### src/rtl/cc_timer_pkg.sv
// Contract
// - counter advances once every four clocks
// - selected capture edge copies counter to capture, except between capture high and low reads
// - edge select bit picks rising or falling
// - capture irq only when enable set
// - compare checked once per counter step
// - match drives level to pin, sets flag
// - compare irq only when enable set
// - level zero drives low, one drives high
// - counter reads never disturb counting
// - counter visible through main and alternate pairs
// - main low read clears wrap; alternate never
// - high byte read freezes low byte buffer
// - frozen buffer holds through repeated high reads
// - low read returns buffer, restores transparency
// - counter preset at reset, read only
// - wrap sets flag, irq when enabled
// - flag clears after status read then low access
// - compare high write suspends match until low write
package cc_timer_pkg;
   localparam logic [7:0] ADDR_CONTROL = 8'h12;
   localparam logic [7:0] ADDR_STATUS = 8'h13;
   localparam logic [7:0] ADDR_CAP_HIGH = 8'h14;
   localparam logic [7:0] ADDR_CAP_LOW = 8'h15;
   localparam logic [7:0] ADDR_MATCH_HIGH = 8'h16;
   localparam logic [7:0] ADDR_MATCH_LOW = 8'h17;
   localparam logic [7:0] ADDR_COUNT_HIGH = 8'h18;
   localparam logic [7:0] ADDR_COUNT_LOW = 8'h19;
   localparam logic [7:0] ADDR_SHADOW_HIGH = 8'h1A;
   localparam logic [7:0] ADDR_SHADOW_LOW = 8'h1B;
   localparam int BIT_CAP_IE = 7;
   localparam int BIT_CMP_IE = 6;
   localparam int BIT_WRAP_IE = 5;
   localparam int BIT_EDGE = 1;
   localparam int BIT_LEVEL = 0;
   localparam logic [15:0] COUNT_RESET = 16'hFFFC;
   localparam logic [15:0] COUNT_MAX = 16'hFFFF;
   localparam logic [1:0] PRESCALE_LAST = 2'h3;
   localparam logic [7:0] CONTROL_WMASK = 8'hE3;
   localparam logic [7:0] UNMAPPED_DATA = 8'h00;
   typedef struct packed {
      logic cap_ie;
      logic cmp_ie;
      logic wrap_ie;
      logic edge_rise;
      logic level;
   } control_s;
   typedef struct packed {
      logic capture;
      logic compare;
      logic wrap;
   } flags_s;
endpackage

### src/rtl/capture_compare_timer.sv
`timescale 1ns/1ns
module capture_compare_timer
   import cc_timer_pkg::*;
(
   input wire logic clock,
   input wire logic rstn,
   input wire logic [7:0] address,
   input wire logic read,
   input wire logic write,
   input wire logic [7:0] writedata,
   output logic [7:0] readdata,
   output logic waitrequest,
   input wire logic capture_input_pin,
   output logic compare_output_pin,
   output logic irq
);
   // =====================================
   // address decode and register images
   function automatic logic addr_is(input logic [7:0] addr, input logic [7:0] target);
      return addr == target;
   endfunction

   function automatic logic addr_is_either(input logic [7:0] addr, input logic [7:0] main, input logic [7:0] alt);
      return addr == main || addr == alt;
   endfunction

   function automatic logic [7:0] control_byte(input control_s c);
      return {c.cap_ie, c.cmp_ie, c.wrap_ie, 3'h0, c.edge_rise, c.level};
   endfunction

   function automatic logic [7:0] status_byte(input flags_s f);
      return {f.capture, f.compare, f.wrap, 5'h00};
   endfunction

   // =====================================
   // bus handshake: one wait cycle, answer on second edge
   logic ack_reg;
   logic access;
   logic rd;
   logic wr;
   logic read_start;
   assign access = (read | write) & ~ack_reg;
   assign waitrequest = access;
   // read data is sampled at the edge that takes the request
   assign read_start = read & ~ack_reg;
   assign rd = read & ack_reg;
   assign wr = write & ack_reg;
   always_ff @(posedge clock or negedge rstn)
   begin
      if (!rstn)
         ack_reg <= 1'h0;
      else
         ack_reg <= access;
   end

   // =====================================
   // register strobes at the answering edge
   logic rd_status;
   logic rd_cap_high;
   logic rd_cap_low;
   logic rd_count_low;
   logic wr_control;
   logic wr_match_high;
   logic wr_match_low;
   logic acc_match_low;
   assign rd_status = rd && addr_is(address, ADDR_STATUS);
   assign rd_cap_high = rd && addr_is(address, ADDR_CAP_HIGH);
   assign rd_cap_low = rd && addr_is(address, ADDR_CAP_LOW);
   assign rd_count_low = rd && addr_is(address, ADDR_COUNT_LOW);
   assign wr_control = wr && addr_is(address, ADDR_CONTROL);
   assign wr_match_high = wr && addr_is(address, ADDR_MATCH_HIGH);
   assign wr_match_low = wr && addr_is(address, ADDR_MATCH_LOW);
   assign acc_match_low = (rd | wr) && addr_is(address, ADDR_MATCH_LOW);

   // =====================================
   // prescaler and counter
   logic [1:0] prescale_reg;
   logic [15:0] count_reg;
   logic tick;
   assign tick = (prescale_reg == PRESCALE_LAST);
   logic [1:0] prescale_next;
   logic [15:0] count_next;
   assign prescale_next = prescale_reg + 2'h1;
   assign count_next = count_reg + 16'h0001;
   always_ff @(posedge clock or negedge rstn)
   begin
      if (!rstn)
         prescale_reg <= 2'h0;
      else
         prescale_reg <= prescale_next;
   end

   always_ff @(posedge clock or negedge rstn)
   begin
      if (!rstn)
         count_reg <= COUNT_RESET;
      else if (tick)
         count_reg <= count_next;
   end

   // =====================================
   // control register
   control_s control_reg;
   always_ff @(posedge clock or negedge rstn)
   begin
      if (!rstn)
         control_reg <= '0;
      else if (wr_control)
      begin
         control_reg.cap_ie <= writedata[BIT_CAP_IE];
         control_reg.cmp_ie <= writedata[BIT_CMP_IE];
         control_reg.wrap_ie <= writedata[BIT_WRAP_IE];
         control_reg.edge_rise <= writedata[BIT_EDGE];
         control_reg.level <= writedata[BIT_LEVEL];
      end
   end

   // =====================================
   // capture pin synchroniser and edge detect
   logic sync1_reg;
   logic sync2_reg;
   logic sync3_reg;
   logic pin_level_reg;
   logic pin_settled;
   logic pin_rise;
   logic pin_fall;
   logic cap_edge;
   always_ff @(posedge clock or negedge rstn)
   begin
      if (!rstn)
      begin
         sync1_reg <= 1'b0;
         sync2_reg <= 1'b0;
         sync3_reg <= 1'b0;
      end
      else
      begin
         sync1_reg <= capture_input_pin;
         sync2_reg <= sync1_reg;
         sync3_reg <= sync2_reg;
      end
   end

   // a change counts once the last two stages agree
   assign pin_settled = (sync2_reg == sync3_reg);
   always_ff @(posedge clock or negedge rstn)
   begin
      if (!rstn)
         pin_level_reg <= 1'h0;
      else if (pin_settled)
         pin_level_reg <= sync3_reg;
   end

   assign pin_rise = pin_settled && sync3_reg && !pin_level_reg;
   assign pin_fall = pin_settled && !sync3_reg && pin_level_reg;
   assign cap_edge = control_reg.edge_rise ? pin_rise : pin_fall;

   // =====================================
   // capture register, inhibited between high and low reads
   logic [15:0] capture_reg;
   logic cap_hold_reg;
   always_ff @(posedge clock or negedge rstn)
   begin
      if (!rstn)
         cap_hold_reg <= 1'b0;
      else if (rd_cap_high)
         cap_hold_reg <= 1'h1;
      else if (rd_cap_low)
         cap_hold_reg <= 1'h0;
   end

   // capture edges are lost while the pair is being read
   logic capture_take;
   assign capture_take = cap_edge && !cap_hold_reg;
   always_ff @(posedge clock or negedge rstn)
   begin
      if (!rstn)
         capture_reg <= 16'h0000;
      else if (capture_take)
         capture_reg <= count_reg;
   end

   // =====================================
   // compare register and match
   logic [15:0] match_reg;
   logic match_hold_reg;
   logic match_hit;
   logic pin_reg;
   always_ff @(posedge clock or negedge rstn)
   begin
      if (!rstn)
         match_reg <= 16'h0000;
      else if (wr_match_high)
         match_reg[15:8] <= writedata;
      else if (wr_match_low)
         match_reg[7:0] <= writedata;
   end

   always_ff @(posedge clock or negedge rstn)
   begin
      if (!rstn)
         match_hold_reg <= 1'h0;
      else if (wr_match_high)
         match_hold_reg <= 1'h1;
      else if (wr_match_low)
         match_hold_reg <= 1'h0;
   end

   logic match_equal;
   assign match_equal = (count_reg == match_reg);
   assign match_hit = tick && !match_hold_reg && match_equal;

   always_ff @(posedge clock or negedge rstn)
   begin
      if (!rstn)
         pin_reg <= 1'h0;
      else if (match_hit)
         pin_reg <= control_reg.level;
   end

   assign compare_output_pin = pin_reg;

   // =====================================
   // counter low byte latch
   logic [7:0] low_buf_reg;
   logic low_frozen_reg;
   logic high_read;
   logic low_read;
   logic high_start;
   assign high_read = rd && addr_is_either(address, ADDR_COUNT_HIGH, ADDR_SHADOW_HIGH);
   assign low_read = rd && addr_is_either(address, ADDR_COUNT_LOW, ADDR_SHADOW_LOW);
   // freeze at the edge that samples the high byte so both halves match
   assign high_start = read_start && addr_is_either(address, ADDR_COUNT_HIGH, ADDR_SHADOW_HIGH);
   always_ff @(posedge clock or negedge rstn)
   begin
      if (!rstn)
         low_frozen_reg <= 1'b0;
      else if (high_read)
         low_frozen_reg <= 1'b1;
      else if (low_read)
         low_frozen_reg <= 1'b0;
   end

   always_ff @(posedge clock or negedge rstn)
   begin
      if (!rstn)
         low_buf_reg <= 8'h00;
      else if (high_start && !low_frozen_reg)
         low_buf_reg <= count_reg[7:0];
   end

   // =====================================
   // status flags: armed by status read, cleared by low access
   flags_s flags_reg;
   flags_s armed_reg;
   flags_s set_now;
   flags_s clr_now;
   logic wrap_now;
   logic count_at_max;
   assign count_at_max = (count_reg == COUNT_MAX);
   assign wrap_now = tick && count_at_max;
   assign set_now.capture = cap_edge;
   assign set_now.compare = match_hit;
   assign set_now.wrap = wrap_now;
   // a set in the same cycle as a clear wins
   assign clr_now.capture = rd_cap_low && armed_reg.capture;
   assign clr_now.compare = acc_match_low && armed_reg.compare;
   assign clr_now.wrap = rd_count_low && armed_reg.wrap;
   always_ff @(posedge clock or negedge rstn)
   begin
      if (!rstn)
         flags_reg <= '0;
      else
         flags_reg <= set_now | (flags_reg & ~clr_now);
   end

   always_ff @(posedge clock or negedge rstn)
   begin
      if (!rstn)
         armed_reg <= '0;
      else if (rd_status)
         armed_reg <= flags_reg;
      else
         armed_reg <= armed_reg & ~clr_now;
   end

   // =====================================
   // interrupt request
   logic cap_request;
   logic cmp_request;
   logic wrap_request;
   logic any_request;
   assign cap_request = flags_reg.capture & control_reg.cap_ie;
   assign cmp_request = flags_reg.compare & control_reg.cmp_ie;
   assign wrap_request = flags_reg.wrap & control_reg.wrap_ie;
   assign any_request = cap_request | cmp_request | wrap_request;

   // level request, one cycle behind the flags
   always_ff @(posedge clock or negedge rstn)
   begin
      if (!rstn)
         irq <= 1'h0;
      else
         irq <= any_request;
   end

   // =====================================
   // read data
   logic [7:0] rdata_next;
   always_comb
   begin
      case (address)
         ADDR_CONTROL:
            rdata_next = control_byte(control_reg);
         ADDR_STATUS:
            rdata_next = status_byte(flags_reg);
         ADDR_CAP_HIGH:
            rdata_next = capture_reg[15:8];
         ADDR_CAP_LOW:
            rdata_next = capture_reg[7:0];
         ADDR_MATCH_HIGH:
            rdata_next = match_reg[15:8];
         ADDR_MATCH_LOW:
            rdata_next = match_reg[7:0];
         ADDR_COUNT_HIGH, ADDR_SHADOW_HIGH:
            rdata_next = count_reg[15:8];
         ADDR_COUNT_LOW, ADDR_SHADOW_LOW:
            rdata_next = low_frozen_reg ? low_buf_reg : count_reg[7:0];
         default:
            rdata_next = UNMAPPED_DATA;
      endcase
   end

   always_ff @(posedge clock or negedge rstn)
   begin
      if (!rstn)
         readdata <= 8'h00;
      else if (read_start)
         readdata <= rdata_next;
   end
endmodule

### config.mk
export PLATFORM = sky130hd
export DESIGN_NAME = capture_compare_timer
export DESIGN_NICKNAME = d
export VERILOG_FILES = /design/src/rtl/cc_timer_pkg.sv /design/src/rtl/capture_compare_timer.sv
export SDC_FILE = /design/constraint.sdc
export NUM_CORES = 1
export LEC_CHECK = 0
export CORE_ASPECT_RATIO = 1.75
export CORE_MARGIN = 1
export CORE_UTILIZATION = 50
export CTS_CLUSTER_DIAMETER = 150
export DETAILED_ROUTE_END_ITERATION = 10
export DONT_BUFFER_PORTS = 1
export GPL_TIMING_DRIVEN = 0
export PLACE_DENSITY = 0.67
export SLEW_MARGIN = 20
export SYNTH_ARGS = -nofsm -noshare
export SYNTH_HDL_FRONTEND = slang
export SYNTH_SLANG_ARGS = --single-unit
### constraint.sdc
create_clock -name clock -period 2.3 [get_ports clock]
set_input_delay 0.69 -clock clock [delete_from_list [all_inputs] [get_ports clock]]
set_output_delay 0.69 -clock clock [all_outputs]
set_load 0.1 [all_outputs]
==> results.toml, run 1 <==
[route]
totalWireLength_um = 9640
viasPerCell = 6.08
antenna_left = 0
drtPass1Iterations = 7
drt-wirelength-per-cell_um = 21.4
num_vias = 2744
first_iter_violations = 243
remaining_drc_errors = 5

[global_routing]
antenna_found_initial = 0
grt_max_degree = 88
grt_pass1_wl_um = 15400
grt_pass1_vias = 2815
overflow = 0
grtUsageTotal = 0.244

[synthesis]
synth_top_family_by_area = "multiplexers"
synthAdderAreaFrac = 0.0120
synth_top_area_cell = "dfrtp_1"
synth.most_common_cell = "dfrtp_1"
synthCells = 345
ys_types = 45
async_flop_share = 1.00
synth_area_per_cell_um2 = 12.1
ys_top_cells_by_area = "dfrtp_1 (44%), mux2_2 (13%), dfstp_2 (8.8%)"
ys_seq_area_frac = 0.526
synth_warnings = 0
synthSimpleGateAreaFrac = 0.110
synth_compound_area_frac = 0.0699
ys_top_cells_by_count = "dfrtp_1 (73), mux2_2 (47), nand2_1 (27)"
synth_xor_area_frac = 0.0651
synth_edf_count = 0
yosysTopAreaCellShare = 0.438
synthesis.area_mm2 = 0.00417
synth_seq_cells = 87
synth_ff_type = "dfrtp_1"
synth_nets = 370
synthMuxAreaShare = 0.195

[cells_and_area]
drive_above_1_share = 0.266
n_fill_cell = 650
antennaDiodeCount = 0
fin_area_mm2 = 0.00461
areaGrowthSynthToFinish_pct = 10.4
multiInputGateArea_mm2 = 0.00191
seq_area_mm2 = 0.00219
nNetsFinal = 381
finalNonFillerCells = 451

[power]
vdd_ir_drop_max_mv = 0.409
power_uw = 3260
power.density_mw_per_mm2 = 707
p_leak_uw = 0.00207

[timing]
slew_violations = 0
slew_headroom = 0.323
hold_viol = 0
grt_setup_unrepaired = "no"
period_share = 0.969
setup_viol = 0
tightest_slew_ns = 1.00
whs_ns = 0.0406
min_period_ns = 2.23
skew_ns = 0.00962
fmax_mhz = 449

[placement]
globalplace.congestion = 0.896
buffer_ports.inserted = 0
placed_cell_area_mm2 = 0.00429
hpwl_um = 6930
placed_cells = 435

[clocking]
cts_buffer_depth = 2
post_cts_buffers = 0
cts_made_buffers = 9
insertion_delay_ns = 0.34
clkSinkCount = 87
clkSlewWorstSetupHoldPaths_ns = 0.06
cts_max_level = 3
tritoncts = "yes"
cts_root_buf = "clkbuf_16"

[die]
coreArea_mm2 = 0.00802
die-area_mm2 = 0.00872
ios = 32
die_height_um = 123
initial_core_util = 0.520
die_x_um = 71.0
row_count = 43

[worst_setup_path]
crit_path_end_kind = "register"
critPathLaunchType = "input port"
arrival_ns = 2.45
crit_path_max_fanout = 8
path_class = "in -> reg"
required_ns = 2.52

[worst_hold_path]
min_path_type = "in -> async"

[run_status]
violations = "design-rule violations"
status = "finished, violations left"

[job]
cap_violations = 0
## worst paths after layout
kind | from | to | slack [ns] | cells past startpoint
worst max-delay path | address[5] | low_buf_reg[1] | 0.07 | 4
worst min-delay path | rstn | low_frozen_reg | 0.04 | 0
worst max register to register | sync2_reg | capture_reg[10] | 0.19 | 8
worst min register to register | sync1_reg | sync2_reg | 0.36 | 0
max in group asynchronous | rstn | count_reg[14] | 2.03 | 0
min in group clock | sync1_reg | sync2_reg | 0.36 | 0
## worst max-delay path: stages
cell,delay [ns]
or4b_4,0.57
or3_4,0.40
nor3_4,0.38
mux2_2,0.40
## area by class of cell
class | instances | area share
Buffer | 18 | 0.0168
Clock buffer | 11 | 0.0505
Clock inverter | 5 | 0.0130
Inverter | 5 | 0.00407
Multi-Input combinational cell | 235 | 0.415
Sequential cell | 87 | 0.476
Tap cell | 90 | 0.0244
## what timing repair did
action                     in CTS  in global routing
gates resized for setup         5                  5
cloned                          0                  0
setup endpoints to repair      24                 22
hold buffers                    0                  0
## layer usage
layer  vias up  routed length (um)  track usage
li1       1258                   -            -
met1      1384                3680        0.274
met2        74                5150        0.434
met3        28                 375       0.0468
met4         0                 432        0.129
met5         -                   0            0
## power by group
group | leakage (uW) | total, uW | internal (uW) | switching [uW]
Clock | 0.000128 | 1440 | 842 | 598
Combinational | 0.000827 | 189 | 82.0 | 107
Sequential | 0.00112 | 1630 | 1580 | 49.0
## per-stage QoR
| step | TNS, ns | setup slack, ns | utilization |
|---|---|---|---|
| finish | 0 | 0.0707 | 0.575 |
| global route | 0 | 0.0312 | 0.575 |
| CTS | 0 | 0.0715 | 0.573 |
| detailed placement | -13.15 | -0.434 | 0.535 |
| global placement | -11.87 | -0.399 | 0.535 |
| floorplan | -0.739 | -0.0923 | - |
## layout by cell type (no fill, tap or decap), drive strengths merged, types with 10 or more instances in the layout
master / synthesis / layout
mux2i: 15 / 15
mux2: 47 / 47
nor2: 19 / 19
nand2: 27 / 27
clkbuf: 13 / 24
dfstp: 14 / 14
xnor2: 10 / 10
o21ai: 17 / 17
xor2: 21 / 21
dfrtp: 73 / 73
## kinds of logic after synthesis
| group | Yosys count |
|---|---|
| AO/OA/AOI/OAI | 45 |
| multiplexers | 68 |
| AND/OR/NAND/NOR | 87 |
| XOR/XNOR | 31 |
| flip-flops | 87 |
| buffers and inverters | 23 |
| adder cells (fa/ha/maj) | 4 |
Note: power is estimated with default switching activity, not from simulation.
==> run 2: changes to the inputs <==
- CORE_MARGIN: 1 -> 2
==> run 2 against run 1 <==
  * The run now ends clean
  * Register-to-register slack lost 0.02 ns
  * Critical path type unchanged
  * Maximum frequency grew 0.91%
  * Global-route usage shrank 1.2 points
  * Design area is essentially flat
  * Clock skew shrank 0.0010 ns
  * Clock-buffer cell count shrank 1
  * Cell count grew 0.67%
  * Sequential share of layout area is essentially flat
  * Sequential power is essentially flat
  * Largest power group unchanged
  * Worst hold slack gained 0.0030 ns
  * Utilization shrank 1.3 points
==> results.toml, run 2 (synthesis results as in run 1) <==
[run_status]
status = "finished, final reports clean"

[cells_and_area]
final_common_cell = "dfrtp_1"
finalNonFillerCells = 454
layout_common_cells = "dfrtp_1 (73), mux2_2 (47), nand2_1 (27)"
fin_area_mm2 = 0.00461
nNetsFinal = 382
antennaDiodeCount = 0
areaGrowthSynthToFinish_pct = 10.5
drive_above_1_share = 0.271
n_fill_cell = 686

[route]
drt-wirelength-per-cell_um = 21.4
antenna_left = 0
remaining_drc_errors = 0
drtPass1Iterations = 4
num_vias = 2826
first_iter_violations = 188
viasPerCell = 6.22
totalWireLength_um = 9700

[timing]
skew_ns = 0.00861
grt_setup_unrepaired = "no"
fin_tns_setup_ns = 0
setup_viol = 0
period_share = 0.961
hold_viol = 0
slew_violations = 0
min_period_ns = 2.21
fmax_mhz = 453
slew_headroom = 0.367
tightest_slew_ns = 0.949

[clocking]
cts_buffer_depth = 2
tritoncts = "yes"
post_cts_buffers = 0
cts_made_buffers = 9
insertion_delay_ns = 0.34
clkSinkCount = 87
clkSlewWorstSetupHoldPaths_ns = 0.06
cts_max_level = 3
cts_root_buf = "clkbuf_16"

[worst_setup_path]
critPathLaunchType = "input port"
cpMaxStageDelayCell = "or4b_4"
path_class = "in -> reg"
critPathTopFamily = "simple AND/OR/NAND/NOR gates"
cp_slowest_stage_delay_ns = 0.57
crit_buf_inv = 0
required_ns = 2.52
worstSetupStartpoint = "address[5]"
arrival_ns = 2.43
path_cells = "or4b_4 -> or3_4 -> nor3_4 -> mux2_2"
r2r_start = "sync3_reg"
crit_path_max_fanout = 8
crit_path_end_kind = "register"

[die]
ios = 32
row_count = 44
coreArea_mm2 = 0.00820
die_x_um = 73.0
initial_core_util = 0.508
die_height_um = 125
die-area_mm2 = 0.00912

[worst_hold_path]
min_path_type = "in -> async"

[placement]
globalplace.congestion = 0.883
buffer_ports.inserted = 0
hpwl_um = 6980
placed_cells = 438
placed_cell_area_mm2 = 0.00429

[global_routing]
grtUsageTotal = 0.232
grt_max_degree = 88
grt_pass1_wl_um = 15600
overflow = 0
antenna_found_initial = 0
grt_pass1_vias = 2893

[power]
power.density_mw_per_mm2 = 704
p_leak_uw = 0.00209
vdd_ir_drop_max_mv = 0.425
power_uw = 3240

[job]
cap_violations = 0
-- run 2: final cells by class --
cell class	count	area, um2	area share
buffer	18	75.1	0.0163
sequential	87	2190	0.476
timing repair buffer	1	5.00	0.00109
multi-input combinational	235	1910	0.414
tap	92	115	0.0250
clock inverter	6	61.3	0.0133
inverter	5	18.8	0.00407
clock buffer	10	229	0.0497
-- run 2: repair_timing --
action	CTS	global route
hold buffers	0	0
resized for setup	4	5
endpoints found under the setup margin	24	18
gates cloned	0	0
-- run 2: routing by layer --
layer / up-vias / part of all wire / GRT usage
met1: 1461 / 0.38 / 0.270
li1: 1254 / - / -
met2: 87 / 0.54 / 0.386
met3: 24 / 0.043 / 0.0583
met4: 0 / 0.038 / 0.115
met5: - / 0 / 0
-- run 2: final timing paths --
path	endpoint	slack (ns)	cells after the start
min reg2reg	sync2_reg	0.36	0
max	low_buf_reg[7]	0.09	4
max in group asynchronous	count_reg[14]	2.04	0
max reg2reg	capture_reg[9]	0.17	8
min	low_buf_reg[7]	0.04	0
min in group clock	sync2_reg	0.36	0
-- run 2: through the flow --
step,utilization,hold WS [ns],worst slack [ns]
after floorplan,-,0.331,-0.0923
after global placement,0.523,0.335,-0.419
after detailed placement,0.523,0.346,-0.434
after CTS,0.561,0.0290,0.00959
after global routing,0.562,0.0264,0.0510
final,0.562,0.0437,0.0908
-- run 2: worst reg2reg max path, delay by kind of cell (launching register included) --
family                     cells  cell delay (ns)
buffers and inverters          3             0.61
adders and majority gates      1             0.14
AOI/OAI and AO/OA              1             0.29
muxes                          1             0.37
and+or+nand+nor                2             0.22
DFF                            1             0.38
-- run 2: where the power goes --
| group | leakage (uW) | switching [uW] | internal, uW |
|---|---|---|---|
| clock | 0.000142 | 591 | 837 |
| sequential | 0.00112 | 49.0 | 1580 |
| combinational | 0.000829 | 108 | 81.5 |
| total | 0.00209 | 748 | 2500 |
